**src/hdl/irc_pkg.sv**
```systemverilog
package irc_pkg;

	// Register bus word addresses (byte addresses, aligned words)
	localparam logic [7:0] ADDR_CTRL_SET   = 8'h00;
	localparam logic [7:0] ADDR_CTRL_CLR   = 8'h04;
	localparam logic [7:0] ADDR_MATCH      = 8'h08;
	localparam logic [7:0] ADDR_CHAN_MASK_HI = 8'h0c;
	localparam logic [7:0] ADDR_CHAN_MASK_LO = 8'h10;

	// Control register field positions
	localparam int BIT_FILL   = 31;
	localparam int BIT_HDR    = 30;
	localparam int BIT_CYCEN  = 29;
	localparam int BIT_MULTI  = 28;
	localparam int BIT_RUN    = 15;
	localparam int BIT_WAKE   = 12;
	localparam int BIT_DEAD   = 11;
	localparam int BIT_ACTIVE = 10;
	localparam int SPD_LSB    = 5;
	localparam int EVT_LSB    = 0;

	// Match register fields
	localparam int CYC_LSB   = 12;
	localparam int CHAN_LSB  = 0;

	localparam logic [2:0] SPD_100 = 3'h0;
	localparam logic [2:0] SPD_200 = 3'h1;
	localparam logic [2:0] SPD_400 = 3'h2;

	localparam logic [12:0] CYC_ZERO = 13'h0000;
	localparam logic [31:0] WORD_ZERO = 32'h0000_0000;
	// Reserved control word bits, always read back as zero
	localparam logic [31:0] CTRL_RSVD_MASK = 32'h0fff_6300;

	typedef enum logic [2:0] {
		IRC_IDLE  = 3'b001,
		IRC_WAIT  = 3'b010,
		IRC_RUN   = 3'b100
	} irc_state_t;

	typedef struct packed {
		logic        valid;
		logic [5:0]  channel;
		logic [2:0]  speed;
	} irc_pkt_t;

	typedef struct packed {
		logic        done;
		logic [4:0]  event_code;
	} irc_cmpl_t;

	typedef struct packed {
		irc_state_t  state;
		logic        pack_buffers_back_to_back;
		logic        keep_packet_header;
		logic        start_on_cycle_enable;
		logic        multi_channel_mode;
		logic        run;
		logic        wake;
		logic        dead;
		logic        busy;
		logic [2:0]  spd;
		logic [4:0]  evt;
		logic [12:0] start_cycle_compare_value;
		logic [5:0]  match_channel;
		logic [31:0] mask_hi;
		logic [31:0] mask_lo;
		logic [31:0] rdata;
	} irc_regs_t;

endpackage

```
**src/hdl/irc_context.sv**
```systemverilog
// The placing of the registers and the address-and-strobe port were decided locally.
`timescale 1ns/1ps
// Notes on behaviour
// - Cycle-match start waits for equal cycle number
// - Hardware clears cycle-match enable once active
// - Multichannel accepts every channel in masks
// - Otherwise accept only the match channel
// - Reserved control bits read as zero
// - Run starts, cleared run stops processing
// - Run changes only by software or reset
// - Wake resumes (here only stored for readback, drives nothing); cleared on every descriptor fetch
// - Dead set on fatal error while active, cleared with run
// - Active high while processing descriptors
// - Speed code 000/001/010 for 100/200/400
// - Event code written after input command completes
// - Buffer-fill packs packets back to back
// - Header-keep stores header, else stripped
// - Control via separate set and clear images
module irc_context
(
	input  wire logic              i_mclk,
	input  wire logic              i_rstn,
	input  wire logic [7:0]        i_addr,
	input  wire logic [31:0]       i_wdata,
	input  wire logic              i_wr,
	input  wire logic              i_rd,
	output logic      [31:0]       o_rdata,
	input  wire logic              i_cycle_start,
	input  wire logic [12:0]       i_bus_cycle_number,
	input  wire irc_pkg::irc_pkt_t i_pkt,
	input  wire logic              i_desc_fetch,
	input  wire logic              i_desc_busy,
	input  wire irc_pkg::irc_cmpl_t i_cmpl,
	input  wire logic              i_fatal,
	output logic                   o_pkt_accept,
	output logic                   o_process,
	output logic                   o_pack_buffers_back_to_back,
	output logic                   o_keep_packet_header
);

	irc_pkg::irc_regs_t r;
	irc_pkg::irc_regs_t next_r;

	function automatic logic mask_hit(input logic [63:0] m,
		input logic [5:0] ch);
		mask_hit = m[ch];
	endfunction

	function automatic logic reg_wr_hit(input logic wr,
		input logic [7:0] a, input logic [7:0] target);
		reg_wr_hit = wr && (a == target);
	endfunction

	function automatic logic [31:0] ctrl_word(input irc_pkg::irc_regs_t s);
		logic [31:0] w;
		w = irc_pkg::WORD_ZERO;
		w[irc_pkg::BIT_FILL]   = s.pack_buffers_back_to_back;
		w[irc_pkg::BIT_HDR]    = s.keep_packet_header;
		w[irc_pkg::BIT_CYCEN]  = s.start_on_cycle_enable;
		w[irc_pkg::BIT_MULTI]  = s.multi_channel_mode;
		w[irc_pkg::BIT_RUN]    = s.run;
		w[irc_pkg::BIT_WAKE]   = s.wake;
		w[irc_pkg::BIT_DEAD]   = s.dead;
		w[irc_pkg::BIT_ACTIVE] = s.busy;
		w[irc_pkg::SPD_LSB +: 3] = s.spd;
		w[irc_pkg::EVT_LSB +: 5] = s.evt;
		ctrl_word = w;
	endfunction

	logic set_wr;
	logic clr_wr;
	logic chan_ok;
	logic cyc_hit;

	assign set_wr = reg_wr_hit(i_wr, i_addr,
		irc_pkg::ADDR_CTRL_SET);
	assign clr_wr = reg_wr_hit(i_wr, i_addr,
		irc_pkg::ADDR_CTRL_CLR);
	assign cyc_hit = i_cycle_start &&
		(i_bus_cycle_number == r.start_cycle_compare_value);

	always_comb
	begin
		if (r.multi_channel_mode)
			chan_ok = mask_hit({r.mask_hi, r.mask_lo}, i_pkt.channel);
		else
			chan_ok = (i_pkt.channel == r.match_channel);
	end

	// Packets only land while descriptors are being processed
	assign o_pkt_accept = i_pkt.valid && chan_ok && r.busy && !r.dead;
	assign o_process = r.busy && !r.dead;
	assign o_rdata = r.rdata;
	assign o_pack_buffers_back_to_back = r.pack_buffers_back_to_back;
	assign o_keep_packet_header = r.keep_packet_header;

	always_comb
	begin
		logic [31:0] s;
		logic [31:0] c;
		s = set_wr ? i_wdata : irc_pkg::WORD_ZERO;
		c = clr_wr ? i_wdata : irc_pkg::WORD_ZERO;
		next_r = r;
		// Set and clear images; zero bits leave the field alone
		if (s[irc_pkg::BIT_FILL])  next_r.pack_buffers_back_to_back = 1'b1;
		if (c[irc_pkg::BIT_FILL])  next_r.pack_buffers_back_to_back = 1'b0;
		if (s[irc_pkg::BIT_HDR])   next_r.keep_packet_header = 1'b1;
		if (c[irc_pkg::BIT_HDR])   next_r.keep_packet_header = 1'b0;
		if (s[irc_pkg::BIT_CYCEN]) next_r.start_on_cycle_enable = 1'b1;
		if (c[irc_pkg::BIT_CYCEN]) next_r.start_on_cycle_enable = 1'b0;
		if (s[irc_pkg::BIT_MULTI]) next_r.multi_channel_mode = 1'b1;
		if (c[irc_pkg::BIT_MULTI]) next_r.multi_channel_mode = 1'b0;
		if (s[irc_pkg::BIT_RUN])   next_r.run = 1'b1;
		if (c[irc_pkg::BIT_RUN])   next_r.run = 1'b0;
		if (s[irc_pkg::BIT_WAKE])  next_r.wake = 1'b1;
		if (c[irc_pkg::BIT_WAKE])  next_r.wake = 1'b0;
		// A fetch in the cycle of a wake write consumes that wake
		if (i_desc_fetch)
			next_r.wake = 1'b0;
		// Dead follows run down; a fatal error in the same cycle wins
		if (!next_r.run)
			next_r.dead = 1'b0;
		if (i_fatal && r.busy)
			next_r.dead = 1'b1;
		if (i_cmpl.done && r.busy)
			next_r.evt = i_cmpl.event_code;
		if (o_pkt_accept)
			next_r.spd = i_pkt.speed;
		if (reg_wr_hit(i_wr, i_addr, irc_pkg::ADDR_MATCH))
		begin
			next_r.start_cycle_compare_value = i_wdata[irc_pkg::CYC_LSB +: 13];
			next_r.match_channel = i_wdata[irc_pkg::CHAN_LSB +: 6];
		end
		if (reg_wr_hit(i_wr, i_addr, irc_pkg::ADDR_CHAN_MASK_HI))
			next_r.mask_hi = i_wdata;
		if (reg_wr_hit(i_wr, i_addr, irc_pkg::ADDR_CHAN_MASK_LO))
			next_r.mask_lo = i_wdata;
		case (r.state)
			irc_pkg::IRC_IDLE:
			begin
				next_r.busy = 1'b0;
				if (r.run && !r.dead)
				begin
					if (r.start_on_cycle_enable)
						next_r.state = irc_pkg::IRC_WAIT;
					else
						next_r.state = irc_pkg::IRC_RUN;
				end
			end
			irc_pkg::IRC_WAIT:
			begin
				if (!r.run)
					next_r.state = irc_pkg::IRC_IDLE;
				else if (!r.start_on_cycle_enable || cyc_hit)
				begin
					next_r.state = irc_pkg::IRC_RUN;
					next_r.busy = 1'b1;
					next_r.start_on_cycle_enable = 1'b0;
				end
			end
			irc_pkg::IRC_RUN:
			begin
				next_r.busy = 1'b1;
				if (!r.run && !i_desc_busy)
				begin
					next_r.state = irc_pkg::IRC_IDLE;
					next_r.busy = 1'b0;
				end
			end
			default:
			begin
				next_r.state = irc_pkg::IRC_IDLE;
				next_r.busy = 1'b0;
			end
		endcase
		if (i_rd)
		begin
			case (i_addr)
				irc_pkg::ADDR_CTRL_SET,
				irc_pkg::ADDR_CTRL_CLR: next_r.rdata = ctrl_word(r);
				irc_pkg::ADDR_MATCH:
				begin
					next_r.rdata = irc_pkg::WORD_ZERO;
					next_r.rdata[irc_pkg::CYC_LSB +: 13] =
						r.start_cycle_compare_value;
					next_r.rdata[irc_pkg::CHAN_LSB +: 6] = r.match_channel;
				end
				irc_pkg::ADDR_CHAN_MASK_HI: next_r.rdata = r.mask_hi;
				irc_pkg::ADDR_CHAN_MASK_LO: next_r.rdata = r.mask_lo;
				default: next_r.rdata = irc_pkg::WORD_ZERO;
			endcase
		end
	end

	always_ff @(posedge i_mclk)
	begin
		if (!i_rstn)
		begin
			r <= '0;
			r.state <= irc_pkg::IRC_IDLE;
		end
		else
			r <= next_r;
	end

	a_cycen_cleared: assert property (
		@(posedge i_mclk) disable iff (!i_rstn)
		$rose(r.busy) |-> !r.start_on_cycle_enable)
		else $error("cycle-match enable not cleared on start");

	a_cyc_start: assert property (
		@(posedge i_mclk) disable iff (!i_rstn)
		(r.state == irc_pkg::IRC_WAIT && r.start_on_cycle_enable && r.run
		&& !cyc_hit) |=> !r.busy)
		else $error("context started without cycle match");

	a_wait_entry: assert property (
		@(posedge i_mclk) disable iff (!i_rstn)
		(r.state == irc_pkg::IRC_IDLE && r.run && !r.dead
		&& r.start_on_cycle_enable) |=> r.state == irc_pkg::IRC_WAIT)
		else $error("cycle-match start did not wait");

	a_match_start: assert property (
		@(posedge i_mclk) disable iff (!i_rstn)
		(r.state == irc_pkg::IRC_WAIT && r.run && cyc_hit) |=>
		(r.busy && r.state == irc_pkg::IRC_RUN))
		else $error("context not started on cycle match");

	a_run_hold: assert property (
		@(posedge i_mclk) disable iff (!i_rstn)
		(!set_wr && !clr_wr) |=> $stable(r.run))
		else $error("run changed without a write");

	a_run_set: assert property (
		@(posedge i_mclk) disable iff (!i_rstn)
		(set_wr && i_wdata[irc_pkg::BIT_RUN]) |=> r.run)
		else $error("run not set through set image");

	a_run_clr: assert property (
		@(posedge i_mclk) disable iff (!i_rstn)
		(clr_wr && i_wdata[irc_pkg::BIT_RUN]) |=> !r.run)
		else $error("run not cleared through clear image");

	a_fill_set: assert property (
		@(posedge i_mclk) disable iff (!i_rstn)
		(set_wr && i_wdata[irc_pkg::BIT_FILL]) |=>
		r.pack_buffers_back_to_back)
		else $error("fill bit not set through set image");

	a_fill_clr: assert property (
		@(posedge i_mclk) disable iff (!i_rstn)
		(clr_wr && i_wdata[irc_pkg::BIT_FILL]) |=>
		!r.pack_buffers_back_to_back)
		else $error("fill bit not cleared through clear image");

	a_cycen_clr: assert property (
		@(posedge i_mclk) disable iff (!i_rstn)
		(clr_wr && i_wdata[irc_pkg::BIT_CYCEN]) |=>
		!r.start_on_cycle_enable)
		else $error("cycle-match enable not cleared by image");

	a_opts_hold: assert property (
		@(posedge i_mclk) disable iff (!i_rstn)
		(!set_wr && !clr_wr) |=> ($stable(r.pack_buffers_back_to_back)
		&& $stable(r.keep_packet_header)
		&& $stable(r.multi_channel_mode)))
		else $error("option bit changed without a write");

	a_wake_fetch: assert property (
		@(posedge i_mclk) disable iff (!i_rstn)
		i_desc_fetch |=> !r.wake)
		else $error("wake not cleared on fetch");

	a_wake_set: assert property (
		@(posedge i_mclk) disable iff (!i_rstn)
		(set_wr && i_wdata[irc_pkg::BIT_WAKE] && !i_desc_fetch) |=>
		r.wake)
		else $error("wake not set through set image");

	a_dead_set: assert property (
		@(posedge i_mclk) disable iff (!i_rstn)
		(i_fatal && r.busy) |=> r.dead ##0 !o_process)
		else $error("dead not set on fatal error");

	a_dead_clr: assert property (
		@(posedge i_mclk) disable iff (!i_rstn)
		(!r.run && !i_fatal) |=> !r.dead)
		else $error("dead survives cleared run");

	a_dead_hold: assert property (
		@(posedge i_mclk) disable iff (!i_rstn)
		(r.dead && r.run && !clr_wr) |=> r.dead)
		else $error("dead dropped while run still set");

	a_busy_in_run: assert property (
		@(posedge i_mclk) disable iff (!i_rstn)
		r.busy |-> r.state == irc_pkg::IRC_RUN)
		else $error("active outside the running state");

	a_run_active: assert property (
		@(posedge i_mclk) disable iff (!i_rstn)
		(r.state == irc_pkg::IRC_RUN && (r.run || i_desc_busy)) |=>
		r.busy)
		else $error("active low while processing");

	a_reserved_zero: assert property (
		@(posedge i_mclk) disable iff (!i_rstn)
		(i_rd && i_addr == irc_pkg::ADDR_CTRL_SET) |=>
		(o_rdata & irc_pkg::CTRL_RSVD_MASK) == irc_pkg::WORD_ZERO)
		else $error("reserved control bits not zero");

	a_reserved_clr: assert property (
		@(posedge i_mclk) disable iff (!i_rstn)
		(i_rd && i_addr == irc_pkg::ADDR_CTRL_CLR) |=>
		(o_rdata & irc_pkg::CTRL_RSVD_MASK) == irc_pkg::WORD_ZERO)
		else $error("reserved bits not zero in clear image");

	a_single_chan: assert property (
		@(posedge i_mclk) disable iff (!i_rstn)
		(o_pkt_accept && !r.multi_channel_mode) |->
		i_pkt.channel == r.match_channel)
		else $error("packet accepted on wrong channel");

	a_multi_chan: assert property (
		@(posedge i_mclk) disable iff (!i_rstn)
		(o_pkt_accept && r.multi_channel_mode) |->
		mask_hit({r.mask_hi, r.mask_lo}, i_pkt.channel))
		else $error("multichannel accepted unmasked channel");

	a_spd_latch: assert property (
		@(posedge i_mclk) disable iff (!i_rstn)
		o_pkt_accept |=> r.spd == $past(i_pkt.speed))
		else $error("speed of accepted packet not recorded");

	a_evt_write: assert property (
		@(posedge i_mclk) disable iff (!i_rstn)
		(i_cmpl.done && r.busy) |=>
		r.evt == $past(i_cmpl.event_code))
		else $error("event code not recorded");

	a_evt_hold: assert property (
		@(posedge i_mclk) disable iff (!i_rstn)
		!(i_cmpl.done && r.busy) |=> $stable(r.evt))
		else $error("event code changed without completion");

	a_active_drop: assert property (
		@(posedge i_mclk) disable iff (!i_rstn)
		(r.state == irc_pkg::IRC_RUN && !r.run && !i_desc_busy) |=>
		!r.busy)
		else $error("active stuck after stop");

endmodule // irc_context

```
**config.mk**
```make
export PLATFORM = sky130hd
export DESIGN_NAME = irc_context
export DESIGN_NICKNAME = d
export VERILOG_FILES = /design/src/hdl/irc_pkg.sv /design/src/hdl/irc_context.sv
export SDC_FILE = /design/constraint.sdc
export NUM_CORES = 1
export LEC_CHECK = 0
export BUFFER_PORTS_ARGS = -buffer_cell sky130_fd_sc_hd__buf_2
export CORE_MARGIN = 5
export CORE_UTILIZATION = 40
export DETAILED_ROUTE_END_ITERATION = 8
export GPL_ROUTABILITY_DRIVEN = 0
export PLACE_DENSITY_LB_ADDON = 0.2
export SKIP_LAST_GASP = 1
export SLEW_MARGIN = 0
export SYNTH_ARGS = -nofsm -noshare
export SYNTH_HDL_FRONTEND = slang
export SYNTH_SLANG_ARGS = --single-unit
export TNS_END_PERCENT = 100
```
**constraint.sdc**
```tcl
create_clock -name i_mclk -period 3.4 [get_ports i_mclk]
set_clock_uncertainty 0.1 [all_clocks]
set_input_delay 0.17 -clock i_mclk [delete_from_list [all_inputs] [get_ports i_mclk]]
set_output_delay 0.17 -clock i_mclk [all_outputs]
set_load 0.01 [all_outputs]
```
# After elaboration in Yosys (flattened, before gate mapping)
# Index checks and enable logic that the tools add are counted.
dict set report op_classes {
  magnitude_cmp 1
  eq_ne 15
  mux 25
  bitwise_logic 1
  n_reduce_logical 27
}
# op n
set op_table {}
lappend op_table {{32-bit case mux with 4 select lines} 1}
lappend op_table {{32-bit 2-to-1 mux} 2}
lappend op_table {{8-bit by 4-bit equality test with 1-bit output, second input constant} 2}
lappend op_table {{3-bit 2-to-1 mux} 5}
lappend op_table {{1-bit logical AND} 14}
lappend op_table {{1-bit 2-to-1 mux} 14}
lappend op_table {{13-bit equality test} 1}
lappend op_table {{3-bit case mux with 3 select lines} 1}
lappend op_table {{8-bit by 3-bit equality test with 1-bit output, second input constant} 1}
lappend op_table {{8-bit by 5-bit equality test with 1-bit output, second input constant} 1}
lappend op_table {{8-bit zero test} 1}
lappend op_table {{2-bit inequality test, second input constant} 4}
lappend op_table {{2-bit OR reduction} 4}
lappend op_table {{6-bit by 7-bit < comparator with 1-bit output, second input constant} 1}
lappend op_table {{1-bit binary-select mux with 6-bit select} 1}
lappend op_table {{6-bit equality test} 1}
lappend op_table {{1-bit zero test} 4}
lappend op_table {{3-bit by 1-bit equality test with 1-bit output, second input constant} 1}
lappend op_table {{3-bit by 2-bit equality test with 1-bit output, second input constant} 1}
lappend op_table {{3-bit equality test, second input constant} 1}
lappend op_table {{3-bit inequality test, second input constant} 1}
lappend op_table {{3-bit AND reduction} 1}
lappend op_table {{3-bit OR reduction} 1}
lappend op_table {{2-bit by 1-bit inequality test with 1-bit output, second input constant} 1}
lappend op_table {{4 further kinds} 4}
dict set report word_totals {
  ff_bits 134
  in_bits 77
  out_inout_bits 36
}

# Depth between registers and ports, before layout
dict set report depth {
  word_depth 8
  mapped_depth 9
}

# Worst setup path after synthesis
# Ideal clock, no wire load.
dict set report synth_path {
  path_kind {register -> output}
  start {register r[83] in the netlist's numbering}
  end {output o_pkt_accept}
  arrival_time_ns 1.557
  required_ns 3.130
  path_slack_ns 1.573
  path_stages_with_launch 8
  path_buffers 0
  path_cell_list {dfxtp_1 -> mux4_2 -> nor2b_1 -> a211oi_1 -> a21oi_1 -> a21oi_1 -> o311a_2 -> inv_1}
}
dict set report synth_via {
  elab_chain_cells 6
}
# element line_no
set synth_lines {}
lappend synth_lines {{from (decl)} irc_context.sv:41} ;# irc_pkg::irc_regs_t r;
lappend synth_lines {{from (signal assigned)} irc_context.sv:203} ;# r <= next_r;
lappend synth_lines {{1-bit binary-select mux with 6-bit select} irc_context.sv:46} ;# mask_hit = m[ch];
lappend synth_lines {{1-bit 2-to-1 mux (implied by the code)} irc_context.sv:46}
lappend synth_lines {{1-bit 2-to-1 mux} irc_context.sv:84} ;# if (r.multi_channel_mode)
lappend synth_lines {{1-bit logical AND (3 in series)} irc_context.sv:91} ;# assign o_pkt_accept = i_pkt.valid && chan_ok && r.busy && !r.dead;
lappend synth_lines {{to (decl)} irc_context.sv:35} ;# output logic o_pkt_accept,
# No other way between the ends. The select of a mux whose other input is x is not followed.

# Worst setup path after layout
dict set report layout_path {
  start {register r[82] in the netlist's numbering}
  end {output o_pkt_accept}
}
# The elaborated chain is that of the path after synthesis.

==> results.cfg <==
[synth]
synth.distinct_cells = 48
synth_largest_area_cell = dfxtp_1
yosysWarningCount = 0
ys.flop_type = dfxtp_1
synth-seq-cells = 134
syn_area_per_cell_sq_um = 8.30
synth_area_leaders = dfxtp_1 41%, a21oi_1 8.6%, nand2_1 8.5%
synth.net_count = 858
synth_top_area_share_pct = 41.4
netlist_instances = 781
synth_area_sq_um = 6480
synthArstFlopShare_pct = 0
synth_edf_count = 0
yosysSeqAreaShare_pct = 41.4

[route]
vias_per_cell = 5.28
vias = 5879
detail-route-antenna-nets = 0
drt_wl_total_mm = 19.5
drt_first_pass_iters = 6
drc = 0
wl_per_cell_um = 17.5
first_iter_violations = 370

[worst_setup_path]
worstRegToRegCells = 7
path_cells = mux4_2 -> nor2b_1 -> a211oi_1 -> a21oi_1 -> a21oi_1 -> o311a_2 -> inv_1 -> buf_2
cp_slowest_cell = mux4_2
crit_cells = 8
slowest_delay_ns = 0.45
critical-path-top-delay-family = compound AO/OA/AOI/OAI gates
critPathArrivalTime_ns = 2.30
critPathCaptureType = primary output
path_buf_inv = 2
critPathKind = reg -> out
required_ns = 3.13
crit_top_cell = a21oi_1
critical_path.max_fanout = 4
startpoint_type = flip-flop

[placed_design]
pre_cts_slack_ns = 0.838
dpl_cell_area_sq_um = 6920
post-dp-hpwl_mm = 13.7
portBuffers = 112

[run]
cap_violations = 0

[run_status]
outcome = finished clean

[sta]
worstMarginPinSlew_ns = 1.13
hold_viol_final = 0
rsz0062_at_grt = no
relSlewSlack_pct = 24.3
setup_viol = 0
post-route-min-period_ns = 2.57
slew_viol_final = 0
setup_tns_ns = 0
worst_slack_ns = 0.835
whs_ns = 0.0338
max_freq_mhz = 390
period_share_pct = 75.5

[die]
die_h_um = 137
fp.coreArea_sq_um = 15900
die-area_sq_um = 18800
ios = 113
die_x_um = 137
initial_core_util_pct = 40.8
num_rows = 46

[finish]
nFillCells = 1555
antennaDiodeCount = 0
fin_nets = 961
final_util_pct = 50.3
syn_to_final_growth_pct = 23.2
drive_gt1_share_pct = 19.5
fin_area_sq_um = 7990

[clock_network]
clk_pin_slew_ns = 0.06
cts_htree_levels = 4
clk-insertion-delay-late_ns = 0.42
cts_resized = 0
cts_tree = done
numCtsBuffers = 17
clock_sinks = 134
cts_root_buf = clkbuf_16
cts_max_path_buffers = 2

[power_and_ir_drop]
leakage_nw = 3.15
p_per_area_nw_per_um2 = 469
peakVddDrop_mv = 0.343

[grt]
grt_pass1_wl_mm = 30.6
grt_max_degree = 39
grt_use_total_pct = 21.1
grt_pass1_vias = 5813
antenna_found_initial = 2
grt-ovfl-total = 0

[min_path]
worstHoldPathType = in -> reg
holdPathStages = 3
## tightest hold or removal path, delay by kind of cell
kind	cells	cell delay [ns]
AND/OR/NAND/NOR	2	0.16
buffers and inverters	1	0.17
## worst paths after layout
check	from	end	slack (ns)
hold / removal	i_rd	o_rdata[1]	0.03
setup reg to reg	r[82]	r[120]	1.34
hold reg to reg	r[116]	r[116]	0.36
setup / recovery	r[82]	o_pkt_accept	0.83
## through the flow
stage / power (mW) / std cells
after floorplan: 1.80 / 781
after global placement: 1.89 / 1034
after detailed placement: 1.89 / 1034
after CTS: 3.77 / 1113
after global routing: 3.86 / 1113
final: 3.75 / 1113
## logic make-up (layout without fill, tap and decap cells)
logic type	count (synthesis)	count (layout)	share of synthesized area, %
muxes	65	65	12.0
buffers and inverters	98	214	8.24
and+or+nand+nor	296	296	19.8
AOI/OAI and AO/OA	169	169	16.0
xor gates and xnor gates	19	19	2.57
DFF	134	134	41.4
## cell usage after synthesis (all sizes together) (2+ instances only)
cell     instances
nand2          147
dfxtp          134
a21oi          111
nor2            85
buf             58
mux2i           54
clkbuf          32
nor3            15
xnor2           15
and2            14
o2bb2ai         11
mux4            10
a22oi            9
nand3            9
a221oi           8
a222oi           8
inv              8
nor2b            7
nand4            5
a311oi           4
o21ai            4
xor2             4
a31oi            3
a2111oi          2
a211oi           2
and3             2
nand2b           2
nand4b           2
nor4             2
nor4b            2
o22ai            2
## placed cells by master, fill, tap and decap left out, types with 3 or more instances in the layout
| master | instances |
|---|---|
| a31oi_1 | 3 |
| a311oi_1 | 4 |
| nor3_1 | 14 |
| mux2i_1 | 54 |
| a221oi_1 | 8 |
| mux4_2 | 10 |
| nor2b_1 | 7 |
| buf_4 | 15 |
| a22oi_1 | 9 |
| nand2_1 | 147 |
| a21oi_1 | 111 |
| clkbuf_16 | 17 |
| clkinv_2 | 6 |
| and2_1 | 14 |
| nand3_1 | 9 |
| dlygate4sd3_1 | 47 |
| o2bb2ai_1 | 11 |
| xor2_1 | 4 |
| nor2_1 | 85 |
| xnor2_1 | 15 |
| bufinv_16 | 3 |
| clkinv_4 | 4 |
| buf_2 | 112 |
| inv_1 | 7 |
| a222oi_1 | 8 |
| nand4_1 | 5 |
| dfxtp_1 | 134 |
## registers in the layout (all words and copies together) (netlist names)
register / cells
o_pack_buffers_back_to_back: 1
o_rdata: 32
o_keep_packet_header: 1
r: 100
## layer usage
layer	global-route usage (%)	share of wire, %	vias to the layer above	routed length, um
met5	0	0.072	-	14
met4	8.04	2.3	4	450
met3	5.22	5.8	31	1140
met2	35.1	48	187	9410
met1	26.3	44	2772	8480
li1	-	-	2885	-
## what timing repair did
action,4_1_cts,5_1_grt
setup buffers,0,0
endpoints found under the setup margin,0,0
hold endpoints to repair,97,0
hold buffers,47,0
## power breakdown
part           internal, mW  leakage [nW]  switching (mW)  total (mW)
registers              1.59          1.08          0.0200        1.61
clock network          1.15         0.290           0.698        1.85
logic                 0.132          1.78           0.162       0.293
## layout make-up
cell class / instances / area (sq um) / share of cell area [%]
timing repair buffer: 174 / 1140 / 14.3
inverter: 8 / 31.3 / 0.392
multi-input combinational: 549 / 3270 / 40.9
tap: 216 / 270 / 3.38
sequential: 134 / 2680 / 33.6
clock inverter: 13 / 158 / 1.97
clock buffer: 19 / 433 / 5.42
Note: power is estimated with default switching activity, not from simulation.
